## src/rtl/imc_pkg.sv

```systemverilog
// Constants, field layout and types of the two-wire master configuration
// block. Assumes a 20 MHz system clock and APB byte addressing.
package imc_pkg;
  localparam int          ADDR_W        = 20;
  localparam logic [19:0] OFF_ID        = 20'h1d100;
  localparam logic [19:0] OFF_RST       = 20'h1d104;
  localparam logic [19:0] OFF_CFG       = 20'h1d108;
  // Revision value is arbitrary.
  localparam logic [3:0]  REV_VALUE     = 4'h3;
  localparam int          REV_LSB       = 0;
  localparam int          SRST_BIT      = 31;
  localparam int          ORDER_BIT     = 23;
  localparam int          PAW_LSB       = 16;
  localparam int          DEV_LSB       = 0;
  localparam logic [1:0]  PAW_NONE      = 2'h0;
  localparam logic [1:0]  PAW_LOW       = 2'h1;
  localparam logic [1:0]  PAW_BOTH      = 2'h2;
  localparam logic        ORDER_RST     = 1'h0;
  localparam logic [1:0]  PAW_RST       = 2'h0;
  localparam logic [6:0]  DEV_RST       = 7'h00;
  localparam logic [2:0]  MAX_BYTES     = 3'h4;
  localparam int          CLK_PERIOD_NS = 50;
  localparam int          QTR_TIME_NS   = 2500;
  localparam int          QTR_CYC       = QTR_TIME_NS / CLK_PERIOD_NS;
  localparam int          IDLE_TIME_NS  = 5000;
  localparam int          IDLE_CYC      =
    (IDLE_TIME_NS + CLK_PERIOD_NS - 1) / CLK_PERIOD_NS;

  typedef enum logic [1:0] {CMD_START, CMD_BYTE, CMD_STOP} imc_cmd_t;
  typedef enum logic [3:0] {
    SQ_IDLE, SQ_START, SQ_DEVW, SQ_OFFH, SQ_OFFL,
    SQ_RSTART, SQ_DEVR, SQ_DATA, SQ_STOP
  } imc_seq_t;
endpackage

```

## src/rtl/imc_bit_engine.sv

```systemverilog
// Bit-level two-wire engine: start, stop and nine-bit byte slots.
// Assumes open-drain pins resolved outside; an enable high pulls low.
`timescale 1ns/1ps
module imc_bit_engine (
  input  wire logic             clk_in,
  input  wire logic             rstn_in,
  input  wire logic             hold_in,
  input  wire logic             cmd_valid_in,
  input  wire imc_pkg::imc_cmd_t cmd_in,
  input  wire logic [8:0]       tx_in,
  output logic                  ready_out,
  output logic                  done_out,
  output logic [8:0]            rx_out,
  input  wire logic             scl_in,
  output logic                  scl_out,
  output logic                  scl_oe_out,
  input  wire logic             sda_in,
  output logic                  sda_out,
  output logic                  sda_oe_out
);
  typedef enum logic [1:0] {E_IDLE, E_START, E_BYTE, E_STOP} imc_eng_t;

  imc_eng_t    state_r;
  logic [1:0]  phase_r;
  logic [3:0]  bitn_r;
  logic [8:0]  sh_r;
  logic [8:0]  rx_r;
  logic        scl_low_r;
  logic        sda_low_r;
  logic        done_r;
  logic [7:0]  qcnt_r;
  logic        tick;

  assign tick       = (qcnt_r == 8'(imc_pkg::QTR_CYC - 1));
  assign ready_out  = (state_r == E_IDLE) && !hold_in;
  assign done_out   = done_r;
  assign rx_out     = rx_r;
  assign scl_out    = 1'h0;
  assign sda_out    = 1'h0;
  assign scl_oe_out = scl_low_r;
  assign sda_oe_out = sda_low_r;

  // The quarter-bit divider restarts with each command so timing is even.
  always_ff @(posedge clk_in or negedge rstn_in) begin
    if (!rstn_in) begin
      qcnt_r <= 8'h00;
    end else if (hold_in || state_r == E_IDLE || tick) begin
      qcnt_r <= 8'h00;
    end else begin
      qcnt_r <= qcnt_r + 8'h01;
    end
  end

  // Clock stretching by a slave is not honoured; scl_in is not sampled.
  always_ff @(posedge clk_in or negedge rstn_in) begin
    if (!rstn_in) begin
      state_r   <= E_IDLE;
      phase_r   <= 2'h0;
      bitn_r    <= 4'h0;
      sh_r      <= 9'h1ff;
      rx_r      <= 9'h000;
      scl_low_r <= 1'h0;
      sda_low_r <= 1'h0;
      done_r    <= 1'h0;
    end else if (hold_in) begin
      state_r   <= E_IDLE;
      phase_r   <= 2'h0;
      bitn_r    <= 4'h0;
      rx_r      <= 9'h000;
      scl_low_r <= 1'h0;
      sda_low_r <= 1'h0;
      done_r    <= 1'h0;
    end else begin
      done_r <= 1'h0;
      case (state_r)
        E_IDLE: begin
          if (cmd_valid_in) begin
            phase_r <= 2'h0;
            bitn_r  <= 4'h0;
            sh_r    <= tx_in;
            case (cmd_in)
              imc_pkg::CMD_START: state_r <= E_START;
              imc_pkg::CMD_BYTE:  state_r <= E_BYTE;
              default:            state_r <= E_STOP;
            endcase
          end
        end
        E_START: begin
          if (tick) begin
            phase_r <= phase_r + 2'h1;
            case (phase_r)
              2'h0: sda_low_r <= 1'h0;
              2'h1: scl_low_r <= 1'h0;
              2'h2: sda_low_r <= 1'h1;
              default: begin
                scl_low_r <= 1'h1;
                state_r   <= E_IDLE;
                done_r    <= 1'h1;
              end
            endcase
          end
        end
        E_BYTE: begin
          if (tick) begin
            phase_r <= phase_r + 2'h1;
            case (phase_r)
              2'h0: sda_low_r <= !sh_r[8];
              2'h1: scl_low_r <= 1'h0;
              2'h2: rx_r      <= {rx_r[7:0], sda_in};
              default: begin
                scl_low_r <= 1'h1;
                sh_r      <= {sh_r[7:0], 1'h1};
                bitn_r    <= bitn_r + 4'h1;
                if (bitn_r == 4'h8) begin
                  state_r <= E_IDLE;
                  done_r  <= 1'h1;
                end
              end
            endcase
          end
        end
        default: begin
          if (tick) begin
            phase_r <= phase_r + 2'h1;
            case (phase_r)
              2'h0: sda_low_r <= 1'h1;
              2'h1: scl_low_r <= 1'h0;
              2'h2: sda_low_r <= 1'h0;
              default: begin
                state_r <= E_IDLE;
                done_r  <= 1'h1;
              end
            endcase
          end
        end
      endcase
    end
  end
endmodule

```

## src/rtl/imc_top.sv

```systemverilog
// APB register file, soft reset and master transfer sequencer of the
// two-wire controller. Assumes one 20 MHz clock and synchronous inputs.
//
// Implementation choice: the APB interface to the registers.
`timescale 1ns/1ps
// How it works
// - Identity register holds a 4-bit revision in low bits, zeros above.
// - Soft reset keeps configuration fields and its own register bit.
// - While soft reset is held, no master or slave activity takes place.
// - While soft reset is held, both bus lines are left undriven.
// - Soft reset stays set until software writes it back to zero.
// - Entering soft reset aborts any transfer in progress.
// - Soft reset returns every status indication to its reset value.
// - Leaving soft reset never starts a boot loading sequence.
// - Leaving soft reset runs bus idle detection before any traffic.
// - Soft reset never recaptures straps; strapped fields keep values.
// - Byte order bit: zero sends or fills data most significant first.
// - Offset width: none, low byte, high then low; code three acts as none.
// - Transfers are addressed to the 7-bit target device address.
// - Chip reset returns every register to its reset value.
module imc_top (
  input  wire logic        clk_in,
  input  wire logic        rstn_in,
  input  wire logic        psel_in,
  input  wire logic        penable_in,
  input  wire logic        pwrite_in,
  input  wire logic [19:0] paddr_in,
  input  wire logic [31:0] pwdata_in,
  output logic [31:0]      prdata_out,
  output logic             pready_out,
  output logic             pslverr_out,
  input  wire logic [6:0]  strap_addr_in,
  input  wire logic        xfer_start_in,
  input  wire logic        xfer_write_in,
  input  wire logic [2:0]  xfer_size_in,
  input  wire logic [15:0] xfer_paddr_in,
  input  wire logic [31:0] xfer_tdata_in,
  output logic             xfer_busy_out,
  output logic             xfer_done_out,
  output logic             xfer_nack_out,
  output logic [31:0]      xfer_rdata_out,
  output logic             in_soft_reset_out,
  input  wire logic        scl_in,
  output logic             scl_out,
  output logic             scl_oe_out,
  input  wire logic        serial_data_pin_in,
  output logic             serial_data_pin_out,
  output logic             serial_data_pin_oe_out
);
  logic              soft_block_reset_r;
  logic              byte_order_select_r;
  logic [1:0]        peripheral_offset_width_r;
  logic [6:0]        target_device_address_r;
  logic              strap_done_r;
  logic [31:0]       prdata_r;
  logic              bus_free_r;
  logic [7:0]        idle_cnt_r;
  imc_pkg::imc_seq_t seq_r;
  logic              pend_r;
  logic              cmd_valid_r;
  imc_pkg::imc_cmd_t cmd_r;
  imc_pkg::imc_cmd_t cmd_nxt;
  logic [8:0]        tx_r;
  logic [8:0]        tx_nxt;
  logic              wr_r;
  logic [2:0]        nbytes_r;
  logic [2:0]        cnt_r;
  logic [15:0]       off_r;
  logic [31:0]       tdata_r;
  logic [31:0]       rdata_r;
  logic              nack_r;
  logic              done_r;
  logic              eng_ready;
  logic              eng_done;
  logic [8:0]        eng_rx;
  logic              apb_wr;
  logic              apb_rd_setup;
  logic              mapped;
  logic              last_byte;
  logic              addr_nxt_is_data;

  // Byte lane used for data byte number c of n bytes, by byte order.
  function automatic logic [4:0] lane_lsb(input logic [2:0] n,
                                          input logic [2:0] c,
                                          input logic       lsb_first);
    logic [2:0] idx;
    idx = lsb_first ? c : 3'(n - c - 3'h1);
    return {idx[1:0], 3'h0};
  endfunction

  assign mapped       = (paddr_in == imc_pkg::OFF_ID) ||
                        (paddr_in == imc_pkg::OFF_RST) ||
                        (paddr_in == imc_pkg::OFF_CFG);
  assign apb_wr       = psel_in && penable_in && pwrite_in && mapped;
  assign apb_rd_setup = psel_in && !penable_in && !pwrite_in;
  assign pready_out   = 1'h1;
  assign pslverr_out  = psel_in && penable_in && !mapped;
  assign prdata_out   = prdata_r;
  assign in_soft_reset_out = soft_block_reset_r;
  assign xfer_busy_out  = (seq_r != imc_pkg::SQ_IDLE);
  assign xfer_done_out  = done_r;
  assign xfer_nack_out  = nack_r;
  assign xfer_rdata_out = rdata_r;
  assign last_byte      = (cnt_r + 3'h1 == nbytes_r);
  assign addr_nxt_is_data = wr_r && (nbytes_r != 3'h0);

  // Only an explicit write clears the bit, so reset persists.
  always_ff @(posedge clk_in or negedge rstn_in) begin
    if (!rstn_in) begin
      soft_block_reset_r <= 1'h0;
    end else if (apb_wr && paddr_in == imc_pkg::OFF_RST) begin
      soft_block_reset_r <= pwdata_in[imc_pkg::SRST_BIT];
    end
  end

  // Configuration sees only chip reset, straps and software, never soft reset.
  always_ff @(posedge clk_in or negedge rstn_in) begin
    if (!rstn_in) begin
      byte_order_select_r       <= imc_pkg::ORDER_RST;
      peripheral_offset_width_r <= imc_pkg::PAW_RST;
      target_device_address_r   <= imc_pkg::DEV_RST;
      strap_done_r              <= 1'h0;
    end else if (!strap_done_r) begin
      target_device_address_r <= strap_addr_in;
      strap_done_r            <= 1'h1;
    end else if (apb_wr && paddr_in == imc_pkg::OFF_CFG) begin
      byte_order_select_r       <= pwdata_in[imc_pkg::ORDER_BIT];
      peripheral_offset_width_r <=
        pwdata_in[imc_pkg::PAW_LSB +: 2];
      target_device_address_r   <= pwdata_in[imc_pkg::DEV_LSB +: 7];
    end
  end

  // Read data is captured in the setup phase so the access needs no wait.
  always_ff @(posedge clk_in or negedge rstn_in) begin
    if (!rstn_in) begin
      prdata_r <= 32'h0;
    end else if (apb_rd_setup) begin
      prdata_r <= 32'h0;
      if (paddr_in == imc_pkg::OFF_ID) begin
        prdata_r[imc_pkg::REV_LSB +: 4] <= imc_pkg::REV_VALUE;
      end else if (paddr_in == imc_pkg::OFF_RST) begin
        prdata_r[imc_pkg::SRST_BIT] <= soft_block_reset_r;
      end else if (paddr_in == imc_pkg::OFF_CFG) begin
        prdata_r[imc_pkg::ORDER_BIT]    <= byte_order_select_r;
        prdata_r[imc_pkg::PAW_LSB +: 2] <= peripheral_offset_width_r;
        prdata_r[imc_pkg::DEV_LSB +: 7] <= target_device_address_r;
      end
    end
  end

  // The counter freezes once the bus has been seen free long enough.
  always_ff @(posedge clk_in or negedge rstn_in) begin
    if (!rstn_in) begin
      idle_cnt_r <= 8'h00;
      bus_free_r <= 1'h0;
    end else if (soft_block_reset_r) begin
      idle_cnt_r <= 8'h00;
      bus_free_r <= 1'h0;
    end else if (!bus_free_r) begin
      if (!(scl_in && serial_data_pin_in)) begin
        idle_cnt_r <= 8'h00;
      end else if (idle_cnt_r == 8'(imc_pkg::IDLE_CYC - 1)) begin
        bus_free_r <= 1'h1;
      end else begin
        idle_cnt_r <= idle_cnt_r + 8'h01;
      end
    end
  end

  always_comb begin
    cmd_nxt = imc_pkg::CMD_BYTE;
    tx_nxt  = 9'h1ff;
    case (seq_r)
      imc_pkg::SQ_START, imc_pkg::SQ_RSTART: cmd_nxt = imc_pkg::CMD_START;
      imc_pkg::SQ_STOP: cmd_nxt = imc_pkg::CMD_STOP;
      imc_pkg::SQ_DEVW: tx_nxt = {target_device_address_r, 2'h1};
      imc_pkg::SQ_DEVR: tx_nxt = {target_device_address_r, 2'h3};
      imc_pkg::SQ_OFFH: tx_nxt = {off_r[15:8], 1'h1};
      imc_pkg::SQ_OFFL: tx_nxt = {off_r[7:0], 1'h1};
      imc_pkg::SQ_DATA: begin
        if (wr_r) begin
          tx_nxt = {tdata_r[lane_lsb(nbytes_r, cnt_r,
                    byte_order_select_r) +: 8], 1'h1};
        end else begin
          tx_nxt = {8'hff, last_byte};
        end
      end
      default: tx_nxt = 9'h1ff;
    endcase
  end

  // Soft reset clears sequencer and status; exit goes to idle, not boot.
  always_ff @(posedge clk_in or negedge rstn_in) begin
    if (!rstn_in) begin
      seq_r       <= imc_pkg::SQ_IDLE;
      pend_r      <= 1'h0;
      cmd_valid_r <= 1'h0;
      cmd_r       <= imc_pkg::CMD_STOP;
      tx_r        <= 9'h1ff;
      wr_r        <= 1'h0;
      nbytes_r    <= 3'h0;
      cnt_r       <= 3'h0;
      off_r       <= 16'h0;
      tdata_r     <= 32'h0;
      rdata_r     <= 32'h0;
      nack_r      <= 1'h0;
      done_r      <= 1'h0;
    end else if (soft_block_reset_r) begin
      seq_r       <= imc_pkg::SQ_IDLE;
      pend_r      <= 1'h0;
      cmd_valid_r <= 1'h0;
      cnt_r       <= 3'h0;
      rdata_r     <= 32'h0;
      nack_r      <= 1'h0;
      done_r      <= 1'h0;
    end else begin
      done_r      <= 1'h0;
      cmd_valid_r <= 1'h0;
      if (seq_r == imc_pkg::SQ_IDLE) begin
        if (xfer_start_in && bus_free_r) begin
          seq_r    <= imc_pkg::SQ_START;
          wr_r     <= xfer_write_in;
          nbytes_r <= (xfer_size_in > imc_pkg::MAX_BYTES) ? 3'h0
                      : xfer_size_in;
          cnt_r    <= 3'h0;
          off_r    <= xfer_paddr_in;
          tdata_r  <= xfer_tdata_in;
          nack_r   <= 1'h0;
        end
      end else if (!pend_r && eng_ready) begin
        cmd_valid_r <= 1'h1;
        pend_r      <= 1'h1;
        cmd_r       <= cmd_nxt;
        tx_r        <= tx_nxt;
      end else if (eng_done) begin
        pend_r <= 1'h0;
        case (seq_r)
          imc_pkg::SQ_START: begin
            if (wr_r || peripheral_offset_width_r == imc_pkg::PAW_LOW ||
                peripheral_offset_width_r == imc_pkg::PAW_BOTH) begin
              seq_r <= imc_pkg::SQ_DEVW;
            end else begin
              seq_r <= imc_pkg::SQ_DEVR;
            end
          end
          imc_pkg::SQ_DEVW: begin
            if (eng_rx[0]) begin
              nack_r <= 1'h1;
              seq_r  <= imc_pkg::SQ_STOP;
            end else if (peripheral_offset_width_r == imc_pkg::PAW_BOTH) begin
              seq_r <= imc_pkg::SQ_OFFH;
            end else if (peripheral_offset_width_r == imc_pkg::PAW_LOW) begin
              seq_r <= imc_pkg::SQ_OFFL;
            end else if (addr_nxt_is_data) begin
              seq_r <= imc_pkg::SQ_DATA;
            end else if (wr_r) begin
              seq_r <= imc_pkg::SQ_STOP;
            end else begin
              seq_r <= imc_pkg::SQ_RSTART;
            end
          end
          imc_pkg::SQ_OFFH: begin
            nack_r <= eng_rx[0];
            seq_r  <= eng_rx[0] ? imc_pkg::SQ_STOP : imc_pkg::SQ_OFFL;
          end
          imc_pkg::SQ_OFFL: begin
            nack_r <= eng_rx[0];
            if (eng_rx[0] || (wr_r && !addr_nxt_is_data)) begin
              seq_r <= imc_pkg::SQ_STOP;
            end else begin
              seq_r <= wr_r ? imc_pkg::SQ_DATA : imc_pkg::SQ_RSTART;
            end
          end
          imc_pkg::SQ_RSTART: seq_r <= imc_pkg::SQ_DEVR;
          imc_pkg::SQ_DEVR: begin
            nack_r <= eng_rx[0];
            if (eng_rx[0] || nbytes_r == 3'h0) begin
              seq_r <= imc_pkg::SQ_STOP;
            end else begin
              seq_r <= imc_pkg::SQ_DATA;
            end
          end
          imc_pkg::SQ_DATA: begin
            if (!wr_r) begin
              rdata_r[lane_lsb(nbytes_r, cnt_r,
                      byte_order_select_r) +: 8] <= eng_rx[8:1];
            end
            cnt_r <= cnt_r + 3'h1;
            if (wr_r && eng_rx[0]) begin
              nack_r <= 1'h1;
              seq_r  <= imc_pkg::SQ_STOP;
            end else if (last_byte) begin
              seq_r <= imc_pkg::SQ_STOP;
            end
          end
          default: begin
            seq_r  <= imc_pkg::SQ_IDLE;
            done_r <= 1'h1;
          end
        endcase
      end
    end
  end

  imc_bit_engine u_engine (
    .clk_in       (clk_in),
    .rstn_in      (rstn_in),
    .hold_in      (soft_block_reset_r),
    .cmd_valid_in (cmd_valid_r),
    .cmd_in       (cmd_r),
    .tx_in        (tx_r),
    .ready_out    (eng_ready),
    .done_out     (eng_done),
    .rx_out       (eng_rx),
    .scl_in       (scl_in),
    .scl_out      (scl_out),
    .scl_oe_out   (scl_oe_out),
    .sda_in       (serial_data_pin_in),
    .sda_out      (serial_data_pin_out),
    .sda_oe_out   (serial_data_pin_oe_out)
  );
endmodule

```

## config.mk

```make
export PLATFORM = sky130hd
export DESIGN_NAME = imc_top
export DESIGN_NICKNAME = d
export VERILOG_FILES = /design/src/rtl/imc_pkg.sv /design/src/rtl/imc_bit_engine.sv /design/src/rtl/imc_top.sv
export SDC_FILE = /design/constraint.sdc
export NUM_CORES = 1
export LEC_CHECK = 0
export ABC_AREA = 1
export ABC_CLOCK_PERIOD_IN_PS = 3400
export BUFFER_PORTS_ARGS = -buffer_cell sky130_fd_sc_hd__clkbuf_2
export CAP_MARGIN = 20
export CORE_MARGIN = 2
export CORE_UTILIZATION = 48
export DETAILED_ROUTE_END_ITERATION = 16
export PLACE_DENSITY_LB_ADDON = 0.1
export SLEW_MARGIN = 20
export SYNTH_ARGS = -nofsm -noshare
export SYNTH_HDL_FRONTEND = slang
export SYNTH_SLANG_ARGS = --single-unit
```

## constraint.sdc

```tcl
create_clock -name clk_in -period 3.4 [get_ports clk_in]
set_clock_uncertainty 0.2 [all_clocks]
set_input_delay 0.34 -clock clk_in [delete_from_list [all_inputs] [get_ports clk_in]]
set_output_delay 0.34 -clock clk_in [all_outputs]
set_load 0.05 [all_outputs]
```

==> out/qor.tcl <==
set qor(status) {completed}
set qor(vias_in_the_first_global_route) 7668
set qor(layout_min_cycle_time_ps) 3020
set qor(cts-buffers-inserted) 17
set qor(cp_max_fo) 11
set qor(grt_pass1_wl_um) 36400
set qor(wl_met2_um) 10400
set qor(synth.yosys.warnings) 0
set qor(cts.sinks) 175
set qor(synth-seq-cells) 175
set qor(detail_route.wirelength_um) 21900
set qor(synthDistinctLibCells) 42
set qor(critical_path.endpoint_type) {register}
set qor(hold_viol) 0
set qor(cts.path.max_buffers) 2
set qor(worst-endpoint-arrival_ps) 3180
set qor(syn-mean-instance-area_um2) 7.67
set qor(post-synth-top-count-cell) {sky130_fd_sc_hd__nand2_1}
set qor(placement_rows) 50
set qor(grt_setup_unrepaired) {no}
set qor(area_overhead_of_the_layout_relative_to_synthesis_pct) 22.5
set qor(grt_start_max_net_pins) 79
set qor(gp_congestion) 0.887
set qor(drive_above_1_share_pct) 16.9
set qor(drc) 0
set qor(post_drt_wl_per_cell_um) 13.4
set qor(timing.max_cap.violations) 0
set qor(place_hpwl_um) 15500
set qor(antennaDiodeCount) 0
set qor(critPathKind) {register to register}
set qor(post_cts.resized_instances) 0
set qor(drt_first_pass_iters) 5
set qor(floorplan.die_area_um2) 20200
set qor(start_util_pct) 48.8
set qor(synth_area_um2) 9140
set qor(tritoncts) {done}
set qor(dominantRegCellSynth) {sky130_fd_sc_hd__dfrtp_1}
set qor(synth.top_cells.by_area) {sky130_fd_sc_hd__dfrtp_1 43%, sky130_fd_sc_hd__nand2_1 18%, sky130_fd_sc_hd__dfstp_2 5.5%}
set qor(worst_pin_slew_ps) 919
set qor(layout_worst_path_cycle_share_pct) 88.8
set qor(number_of_nets_with_antenna_violations_after_routing) 0
set qor(min-delay-path-class) {primary input to register}
set qor(synth_top_cell_area_share_pct) 42.7
set qor(die_height_um) 142
set qor(die_w_um) 142
set qor(seq_area_frac_synth_pct) 48.2
set qor(routed_via_density) 5.01
set qor(synth-async-reset-ratio_pct) 100
set qor(p_leak_nw) 5.66
set qor(portBuffers) 147
set qor(cts_max_level) 4
set qor(antenna_violations_before_repair) 0
set qor(wl_met3_um) 746
set qor(via_count) 8209
set qor(timing.slew.headroom_pct) 38.3
set qor(clk_pin_slew_ps) 70
set qor(clock_latency_ps) 430
set qor(design_power_mw) 4.36
set qor(routedLengthMet1_um) 10400
set qor(final.fill_count) 1719
set qor(synth_commonest_cells) {427 x sky130_fd_sc_hd__nand2_1, 156 x sky130_fd_sc_hd__dfrtp_1, 100 x sky130_fd_sc_hd__inv_1}
set qor(dr.first_iter.drc_count) 384
set qor(crit_required_ps) 3560
set qor(io_pins) 193
set qor(synth_largest_area_cell) {sky130_fd_sc_hd__dfrtp_1}
set qor(power.density_cell_area_nw_per_um2) 389
set qor(syn_inst) 1191
set qor(fmaxAchievable_mhz) 331
set qor(timing.setup.tns_ps) 0
set qor(clock_tree.root_cell) {sky130_fd_sc_hd__clkbuf_16}
set qor(final_max_slew_viol_count) 0
set qor(maxUsedRoutingLayer) {met4}
set qor(globalRoute.totalOverflow) 0
set qor(finalSetupViolCount) 0
set qor(coreArea_um2) 18700
set qor(grt_usage_pct) 22.3
set qor(max-vdd-ir-drop_v) 0.000311
set qor(final_nets) 1529
set qor(startpoint_type) {register}
set qor(number_of_enable_type_register_cells_in_the_synthesized_netlist) 0
registers in the layout, summed over array words and instances (netlist names), 2 cells and up:
signal	count
tdata_r	32
xfer_rdata_out	32
off_r	16
prdata_out	11
tx_r	9
u_engine.rx_out	9
u_engine.sh_r	9
idle_cnt_r	8
u_engine.qcnt_r	8
target_device_address_r	7
seq_r	4
u_engine.bitn_r	4
cnt_r	3
nbytes_r	3
cmd_r	2
peripheral_offset_width_r	2
u_engine.phase_r	2
u_engine.state_r	2
cell usage in the layout (no fill, tap or decap), drive strengths merged, types with 13 or more instances in the layout:
cell type and n:
nand2 431, clkbuf 165, dfrtp 156, inv 110, nand3 102, o21ai 98
nor2 87, dlygate4sd3 60, conb 25, a21oi 23, nor3 22, o31ai 20
dfstp 19, ha 18, nand4 17, buf 13
power by group:
group / switching [mW] / internal (mW) / total (mW)
combinational: 0.165 / 0.106 / 0.272
sequential: 0.0126 / 2.09 / 2.11
clock: 0.879 / 1.10 / 1.98
worst paths after layout:
path | from | slack [ps] | to | cells past startpoint
worst max-delay path | cnt_r[0]$_DFFE_PN0P_ | 380 | xfer_rdata_out[7]$_DFFE_PN0P_ | 10
worst min-delay path | strap_addr_in[6] | 10 | target_device_address_r[6]$_DFFE_PN0P_ | 5
worst max register to register | cnt_r[0]$_DFFE_PN0P_ | 380 | xfer_rdata_out[7]$_DFFE_PN0P_ | 10
worst min register to register | u_engine.sh_r[5]$_DFFE_PN1P_ | 260 | u_engine.sh_r[5]$_DFFE_PN1P_ | 2
max in group asynchronous | rstn_in | 1890 | u_engine.sh_r[3]$_DFFE_PN1P_ | 3
min in group asynchronous | rstn_in | 300 | xfer_rdata_out[22]$_DFFE_PN0P_ | 2
per-layer routing:
metal	track usage [%]	vias up
li1	-	4208
met1	29.9	3780
met2	36.9	198
met3	4.37	23
met4	6.58	0
met5	0	-
logic make-up (layout without fill, tap and decap cells):
family                     Yosys count  after routing  synth area share [%]
DFF                                175            175                  48.2
xor gates and xnor gates             3              3                 0.288
other                                2             25                0.0822
buffers and inverters              164            355                  8.19
and+or+nand+nor                    677            677                  31.3
adders and majority gates           18             18                  2.46
AOI/OAI and AO/OA                  152            152                  9.53
through the flow:
step,cells,utilization (%),setup WS [ps],instance area [um2],hold WS [ps]
2_1_floorplan,1214,-,680,9220,-156
3_3_place_gp,1547,53.5,527,10000,231
3_5_place_dp,1547,53.5,398,10000,226
4_1_cts,1639,59.8,387,11200,2.99
5_1_grt,1639,59.8,169,11200,14.0
6_report,1639,59.8,380,11200,11.0
layout make-up:
cell class	count	area, um2	area share, %
multi-input cells	875	4080	36.4
clock inverters	13	151	1.35
repair buffers	219	1450	12.9
well taps	234	293	2.62
clock buffers	19	433	3.87
flip-flops and latches	175	4400	39.3
inverters	104	390	3.49
critical path, cell delays in order, from the launching register on:
cell,delay (ps)
sky130_fd_sc_hd__dfrtp_1,400
sky130_fd_sc_hd__inv_1,80
sky130_fd_sc_hd__ha_1,300
sky130_fd_sc_hd__nand2_2,170
sky130_fd_sc_hd__nand2_1,230
sky130_fd_sc_hd__inv_1,170
sky130_fd_sc_hd__ha_1,340
sky130_fd_sc_hd__inv_1,280
sky130_fd_sc_hd__nor3_2,540
sky130_fd_sc_hd__nand3_1,140
sky130_fd_sc_hd__o21ai_1,100
repair_timing:
action | CTS | global route
hold buffers | 60 | 0
endpoints found under the hold margin | 132 | 0
setup buffers | 0 | 0
Power figures use the tool's default switching activity.
